$ cat src/design/ptd_pkg.sv
// Purpose: constants for the test and debug register bank
// Assumes: word-indexed registers, byte address is four times the index
// Notes:   field reset values and write-side field positions live here; readback words hard-code theirs
package ptd_pkg;

  // register indices (byte address = index * 4)
  localparam logic [7:0] PTD_IDX_COMP_OVR  = 8'he7;
  localparam logic [7:0] PTD_IDX_SM_READ   = 8'he9;
  localparam logic [7:0] PTD_IDX_LOOP_TEST = 8'hea;
  localparam logic [7:0] PTD_IDX_OVR_CTRL  = 8'hec;
  localparam logic [7:0] PTD_IDX_BUCK_ONE  = 8'hf8;
  localparam logic [7:0] PTD_IDX_BUCK_THR  = 8'hfa;
  localparam logic [7:0] PTD_IDX_BUCK_FOUR = 8'hfb;

  localparam int PTD_ADR_W  = 10;
  localparam int PTD_DAT_W  = 32;
  localparam int PTD_GAIN_W = 4;
  localparam int PTD_NCOMP  = 7;

  // comparator force field, bits 15:13 and 11:8
  localparam int PTD_COMP_HI_LSB = 13;
  localparam int PTD_COMP_LO_LSB = 8;
  // state readback fields
  localparam int PTD_BUS_ST_LSB  = 8;
  localparam int PTD_CHG_ST_LSB  = 4;
  localparam int PTD_MAIN_ST_LSB = 0;
  // loop test fields
  localparam int PTD_TRK_FRC_BIT = 12;
  localparam int PTD_BIAS_LSB    = 8;
  localparam int PTD_POLE_LSB    = 6;
  // buck force-pwm bit, own override enable bit
  localparam int PTD_PWM_BIT     = 4;
  localparam int PTD_OVR_EN_BIT  = 0;

  localparam logic [6:0] PTD_RST_COMP_FORCE = 7'h00;
  localparam logic       PTD_RST_OVR_EN     = 1'b0;
  localparam logic       PTD_RST_TRK_FRC    = 1'b1;
  localparam logic [1:0] PTD_RST_BIAS       = 2'h2;
  localparam logic [1:0] PTD_RST_POLE       = 2'h0;
  localparam logic [2:0] PTD_RST_PWM        = 3'h0;

endpackage

$ cat src/design/ptd_regs.sv
// Purpose: test and debug register bank on a classic Wishbone slave
// Assumes: state and gain inputs come from logic on clk_i; comparator
//          inputs are raw analogue-side levels and get synchronised
// Notes:   every access is answered one cycle after it is presented
//
// Added by the designer: register access over Wishbone.
`timescale 1ns/10ps
`default_nettype none
module ptd_regs (
  input  wire logic                           clk_i,
  input  wire logic                           rst_i,
  input  wire logic                           cyc_i,
  input  wire logic                           stb_i,
  input  wire logic                           we_i,
  input  wire logic [ptd_pkg::PTD_ADR_W-1:0]  adr_i,
  input  wire logic [3:0]                     sel_i,
  input  wire logic [ptd_pkg::PTD_DAT_W-1:0]  dat_i,
  output logic      [ptd_pkg::PTD_DAT_W-1:0]  dat_o,
  output logic                                ack_o,
  input  wire logic [ptd_pkg::PTD_NCOMP-1:0]  comp_raw_i,
  output logic      [ptd_pkg::PTD_NCOMP-1:0]  debounce_in_o,
  input  wire logic [2:0]                     bus_supply_state_i,
  input  wire logic [2:0]                     charger_state_i,
  input  wire logic [3:0]                     main_power_state_i,
  input  wire logic                           key_unlocked_i,
  input  wire logic                           loop_locked_i,
  input  wire logic [ptd_pkg::PTD_GAIN_W-1:0] loop_tracking_gain_i,
  output logic      [ptd_pkg::PTD_GAIN_W-1:0] loop_gain_o,
  output logic      [1:0]                     loop_bias_setting_o,
  output logic      [1:0]                     loop_pole_adjust_o,
  input  wire logic [2:0]                     pwm_force_clear_i,
  output logic      [2:0]                     buck_pwm_force_o
);
  import ptd_pkg::*;

  logic [PTD_NCOMP-1:0]  comp_meta_q;
  logic [PTD_NCOMP-1:0]  comp_sync_q;
  logic [PTD_NCOMP-1:0]  comp_force_q;
  logic                  ovr_en_q;
  logic                  trk_frc_q;
  logic [1:0]            bias_q;
  logic [1:0]            pole_q;
  logic [2:0]            pwm_q;
  logic [2:0]            pwm_d;
  logic                  ack_q;
  logic [31:0]           dat_q;
  logic [PTD_NCOMP-1:0]  dbn_q;
  logic [PTD_GAIN_W-1:0] gain_q;

  // bus decode
  wire       req    = cyc_i && stb_i && !ack_q;
  wire [7:0] idx    = adr_i[9:2];
  wire       wr     = req && we_i;
  wire       wr_b0  = wr && sel_i[0];
  wire       wr_b1  = wr && sel_i[1];
  wire       hit_co = idx == PTD_IDX_COMP_OVR;
  wire       hit_sm = idx == PTD_IDX_SM_READ;
  wire       hit_lt = idx == PTD_IDX_LOOP_TEST;
  wire       hit_oc = idx == PTD_IDX_OVR_CTRL;
  wire       hit_b1 = idx == PTD_IDX_BUCK_ONE;
  wire       hit_b3 = idx == PTD_IDX_BUCK_THR;
  wire       hit_b4 = idx == PTD_IDX_BUCK_FOUR;
  // locked key turns a protected write into a plain ack
  wire       key_wr = key_unlocked_i && hit_lt;

  function automatic logic [15:0] comp_word(input logic [6:0] c);
    comp_word = {c[6:4], 1'b0, c[3:0], 8'h00};
  endfunction

  // raw levels, never the stored force value
  wire [15:0] rd_co = comp_word(comp_sync_q);
  wire [15:0] rd_sm = {5'h00, bus_supply_state_i, 1'b0,
                       charger_state_i,
                       main_power_state_i};
  wire [15:0] rd_lt = {3'h0, trk_frc_q, 2'h0, bias_q, pole_q, 6'h00};
  wire [15:0] rd_oc = {15'h0000, ovr_en_q};
  wire [2:0]  pwm_rd_sel = {hit_b4, hit_b3, hit_b1};
  wire [15:0] rd_bk = {11'h000, |(pwm_q & pwm_rd_sel), 4'h0};
  wire [15:0] rd_mux = hit_co ? rd_co :
                       hit_sm ? rd_sm :
                       hit_lt ? rd_lt :
                       hit_oc ? rd_oc :
                       (|pwm_rd_sel) ? rd_bk : 16'h0000;

  // clear from the state machine wins over a same-cycle write
  wire [2:0] pwm_wr = {wr_b0 && hit_b4, wr_b0 && hit_b3, wr_b0 && hit_b1};
  always_comb begin
    pwm_d = pwm_q;
    for (int i = 0; i < 3; i++) begin
      if (pwm_wr[i]) begin
        pwm_d[i] = dat_i[PTD_PWM_BIT];
      end
      if (pwm_force_clear_i[i]) begin
        pwm_d[i] = 1'b0;
      end
    end
  end

  // first stage is read only by the second
  always_ff @(posedge clk_i) begin
    if (rst_i) begin
      comp_meta_q <= '0;
      comp_sync_q <= '0;
    end else begin
      comp_meta_q <= comp_raw_i;
      comp_sync_q <= comp_meta_q;
    end
  end

  always_ff @(posedge clk_i) begin
    if (rst_i) begin
      ack_q <= 1'b0;
      dat_q <= '0;
    end else begin
      ack_q <= req;
      if (req && !we_i) begin
        dat_q <= {16'h0000, rd_mux};
      end
    end
  end

  always_ff @(posedge clk_i) begin
    if (rst_i) begin
      comp_force_q <= PTD_RST_COMP_FORCE;
      ovr_en_q     <= PTD_RST_OVR_EN;
    end else begin
      if (wr_b1 && hit_co) begin
        comp_force_q <= {dat_i[PTD_COMP_HI_LSB +: 3],
                         dat_i[PTD_COMP_LO_LSB +: 4]};
      end
      if (wr_b0 && hit_oc) begin
        ovr_en_q <= dat_i[PTD_OVR_EN_BIT];
      end
    end
  end

  always_ff @(posedge clk_i) begin
    if (rst_i) begin
      trk_frc_q <= PTD_RST_TRK_FRC;
      bias_q    <= PTD_RST_BIAS;
      pole_q    <= PTD_RST_POLE;
    end else begin
      if (wr_b1 && key_wr) begin
        trk_frc_q <= dat_i[PTD_TRK_FRC_BIT];
        bias_q    <= dat_i[PTD_BIAS_LSB +: 2];
      end
      if (wr_b0 && key_wr) begin
        pole_q <= dat_i[PTD_POLE_LSB +: 2];
      end
    end
  end

  always_ff @(posedge clk_i) begin
    if (rst_i) begin
      pwm_q  <= PTD_RST_PWM;
      dbn_q  <= '0;
      gain_q <= '0;
    end else begin
      pwm_q  <= pwm_d;
      dbn_q  <= ovr_en_q ? comp_force_q : comp_sync_q;
      // zero gain keeps the loop from hunting while it is out of lock with tracking force set
      gain_q <= (trk_frc_q && !loop_locked_i) ? '0
                                             : loop_tracking_gain_i;
    end
  end

  assign ack_o               = ack_q;
  assign dat_o               = dat_q;
  assign debounce_in_o       = dbn_q;
  assign loop_gain_o         = gain_q;
  assign loop_bias_setting_o = bias_q;
  assign loop_pole_adjust_o  = pole_q;
  assign buck_pwm_force_o    = pwm_q;
endmodule
`default_nettype wire
$ cat config.mk
export PLATFORM = sky130hd
export DESIGN_NAME = ptd_regs
export DESIGN_NICKNAME = d
export VERILOG_FILES = /design/src/design/ptd_pkg.sv /design/src/design/ptd_regs.sv
export SDC_FILE = /design/constraint.sdc
export NUM_CORES = 1
export LEC_CHECK = 0
export BUFFER_PORTS_ARGS = -buffer_cell sky130_fd_sc_hd__buf_4
export CORE_AREA = 2 2 77 79
export DETAILED_ROUTE_END_ITERATION = 6
export DIE_AREA = 0 0 79 81
export PLACE_DENSITY = 0.75
export SYNTH_ARGS = -nofsm -noshare
export SYNTH_HDL_FRONTEND = slang
export SYNTH_SLANG_ARGS = --single-unit
$ cat constraint.sdc
create_clock -name clk_i -period 2.52 [get_ports clk_i]
set_clock_uncertainty 0.2 [all_clocks]
set_input_delay 0.126 -clock clk_i [delete_from_list [all_inputs] [get_ports clk_i]]
set_output_delay 0.126 -clock clk_i [all_outputs]
set_load 0.05 [all_outputs]
==> results.yml <==
floorplan:
  fp.dieH_um: 81
  die_width_um: 79
  start_util_pct: 41.3
  ios: 128
  floorplan_core_area_um2: 5680
  placementRows: 28
  die_area_um2: 6400
synth:
  post_synth_edffs: 0
  synth_cell_types: 38
  synth_area_per_cell_um2: 9.50
  yosysSeqAreaShare_pct: 49.5
  syn-instance-count: 247
  mappedNetlistArea_um2: 2350
  synth_warnings: 0
  synth_seq_cells: 58
  prevailing_post_synth_register_cell: "dfxtp_1"
  async_flop_share_pct: 0
timing:
  rsz0062_at_grt: "false"
  max_slew.worst_pin.slew_ps: 550
  finalHoldViolCount: 0
  layout_min_cycle_time_ps: 2360
  slew_violations: 0
  min_period_over_period_pct: 93.6
  holdWs_ps: 20.9
  finalSetupViolations: 0
  maxSlewHeadroom_pct: 63.3
  fmax_ghz: 0.424
  finalSetupTns_ps: 0
grt:
  initial_antenna_violation_count: 0
  global_route_wire_length_before_repair_um: 10000
  groute.usage.overall_pct: 20.4
  grt_start_max_net_pins: 54
  grt_pass1_vias: 2078
  grt_overflow_total: 0
worst_setup_path:
  critical_path.most_common_cell: "dlygate4sd3_1"
  critical_path_class: "primary input to flip-flop"
  cpMaxStageDelayCell: "dlygate4sd3_1"
  critical_path_buf_inv_count: 3
  cp.arrival_ps: 2370
  worstPathMaxFanout: 5
  cp_slowest_stage_delay_ps: 590
  timing.critical_path.required_ps: 2530
  critPathCaptureType: "flip-flop"
  critical_path.startpoint_type: "primary input"
  critPathTopFamily: "buffers and inverters"
  critical_path.cell_chain: "dlygate4sd3_1 -> buf_4 -> and4b_1 -> or4b_4 -> o31ai_1 -> a211oi_1 -> dlygate4sd3_1"
cts:
  clock_sinks: 58
  worst_skew_pair.late_latency_ps: 330
  cts_inserted_buffers: 9
  cts.htree.levels: 3
  cts_tree: "yes"
  root_buffer: "clkbuf_8"
  path_clk_slew_ps: 60
  clk_path_buf_depth: 2
finish:
  insertedDiodeCount: 0
  fill_cells: 468
  multiInputGateArea_um2: 1060
  area_delta_synth_final_pct: 56.3
  drive_above_1_share_pct: 29.2
  area.sequential_um2: 1160
  nets: 457
routing:
  drt-wirelength-per-cell_um: 13.6
  route.final.wire_length_um: 6220
  drt_drc_violations_left: 0
  route.vias.total: 2235
  drt_iter0_drc: 159
  route.detailed.vias_per_inst: 4.88
  first_pass_iters: 4
  antenna_violating_nets_post_route: 0
hold_path:
  hold_class: "primary input to flip-flop"
power_and_ir_drop:
  vdd.ir_drop.worst_v: 0.000350
  pwr_density_cell_nw_per_um2: 575
  static-leakage-power_nw: 1.62
job:
  max_cap_viol_count: 0
place:
  gp_congestion: 0.854
  io_buffers: 87
  place.detailed.hpwl_um: 3920
run_status:
  outcome: "complete, no violations"
cell usage after synthesis, drive strengths merged, types with 2 or more instances:
| cell type | count | area share (%) |
|---|---|---|
| a211oi | 3 | 0.96 |
| a21oi | 6 | 1.3 |
| a22o | 2 | 0.75 |
| a22oi | 8 | 2.6 |
| a31oi | 3 | 0.80 |
| a32oi | 4 | 1.5 |
| and2 | 7 | 1.9 |
| and3b | 2 | 0.75 |
| and4b | 4 | 1.7 |
| and4bb | 2 | 1.1 |
| buf | 19 | 5.8 |
| clkbuf | 10 | 1.6 |
| dfxtp | 58 | 49 |
| inv | 5 | 0.80 |
| mux2i | 15 | 6.4 |
| nand2 | 11 | 1.8 |
| nand3 | 12 | 2.6 |
| nand4 | 4 | 1.1 |
| nor2 | 28 | 4.5 |
| nor2b | 17 | 4.5 |
| nor3b | 2 | 0.64 |
| nor4bb | 2 | 0.85 |
| o21ai | 9 | 1.9 |
| or3 | 2 | 0.53 |
final timing paths:
check / from / end / slack, ps / cells after the start
min reg2reg: comp_meta_q[4] / comp_sync_q[4] / 240 / 1
max reg2reg: ack_o / buck_pwm_force_o[0] / 200 / 5
min: sel_i[0] / loop_pole_adjust_o[0] / 20 / 4
max: cyc_i / buck_pwm_force_o[0] / 160 / 7
cell type report:
type | count | area share (%)
Clock inverter | 3 | 1.77
Tap cell | 75 | 2.56
Sequential cell | 58 | 31.7
Clock buffer | 11 | 3.86
Inverter | 5 | 0.512
Timing Repair Buffer | 136 | 30.8
Multi-Input combinational cell | 170 | 28.9
where the power goes:
part / internal [mW] / switching, mW
logic: 0.119 / 0.146
registers: 0.934 / 0.00565
clock network: 0.571 / 0.334
total: 1.62 / 0.485
flip-flops by register name, indices dropped and copies added, names as in the netlist, 2 cells and up:
| signal | flops |
|---|---|
| buck_pwm_force_o | 3 |
| comp_force_q | 7 |
| comp_meta_q | 7 |
| comp_sync_q | 7 |
| dat_o | 16 |
| debounce_in_o | 7 |
| loop_bias_setting_o | 2 |
| loop_gain_o | 4 |
| loop_pole_adjust_o | 2 |
placed cells by master, fill, tap and decap left out, types with 3 or more instances in the layout:
cell type | netlist | final
and2_1 | 7 | 7
o21ai_0 | 9 | 9
nand3_1 | 12 | 12
a21oi_1 | 6 | 6
mux2i_1 | 15 | 15
nor2_1 | 28 | 28
a31oi_1 | 3 | 3
and4b_1 | 4 | 4
buf_4 | 17 | 93
nor2b_1 | 17 | 17
nand4_1 | 4 | 4
clkbuf_8 | 0 | 10
dfxtp_1 | 58 | 58
conb_1 | 1 | 16
nand2_1 | 11 | 11
a32oi_1 | 4 | 4
dlygate4sd3_1 | 0 | 43
a22oi_1 | 8 | 8
inv_1 | 5 | 5
worst min-delay path, delay by kind of cell:
kind	cells	cell delay, ps
AND/OR/NAND/NOR	1	60
AO/OA/AOI/OAI	2	210
buffers and inverters	1	100
metrics by stage:
stage                     utilization [%]  instance area (um^2)  total power [mW]  instances  setup slack, ps
final                                64.6                  3670              2.11        458              162
after global routing                 64.6                  3670              2.20        458             42.3
after CTS                            64.6                  3670              2.12        459             34.1
after detailed placement             53.2                  3020              1.17        401              635
after global placement               53.2                  3020              1.17        401              630
after floorplan                         -                  2400              1.10        262              361
repair_timing:
action | in CTS | in global routing
hold buffers | 44 | 1
resized for setup | 0 | 2
endpoints found under the hold margin | 37 | 1
endpoints found under the setup margin | 0 | 3
buffers inserted | 0 | 0
logic make-up (layout without fill, tap and decap cells):
family | after synthesis | after routing | synth area share (%)
mux | 16 | 16 | 6.88
simple gates | 100 | 100 | 24.4
buf+inv | 34 | 155 | 8.21
other cells | 1 | 16 | 0.160
flops | 58 | 58 | 49.5
compound gates | 38 | 38 | 10.8
metal layers:
metal / wire length [um] / part of all wire, % / GRT usage (%) / vias up
met5: 0 / 0 / 0 / -
met4: 184 / 3.0 / 10.5 / 0
met3: 469 / 7.5 / 5.44 / 16
met2: 2980 / 48 / 34.3 / 105
met1: 2580 / 42 / 24.2 / 1012
li1: - / - / - / 1102
Note: power is estimated with default switching activity, not from simulation.
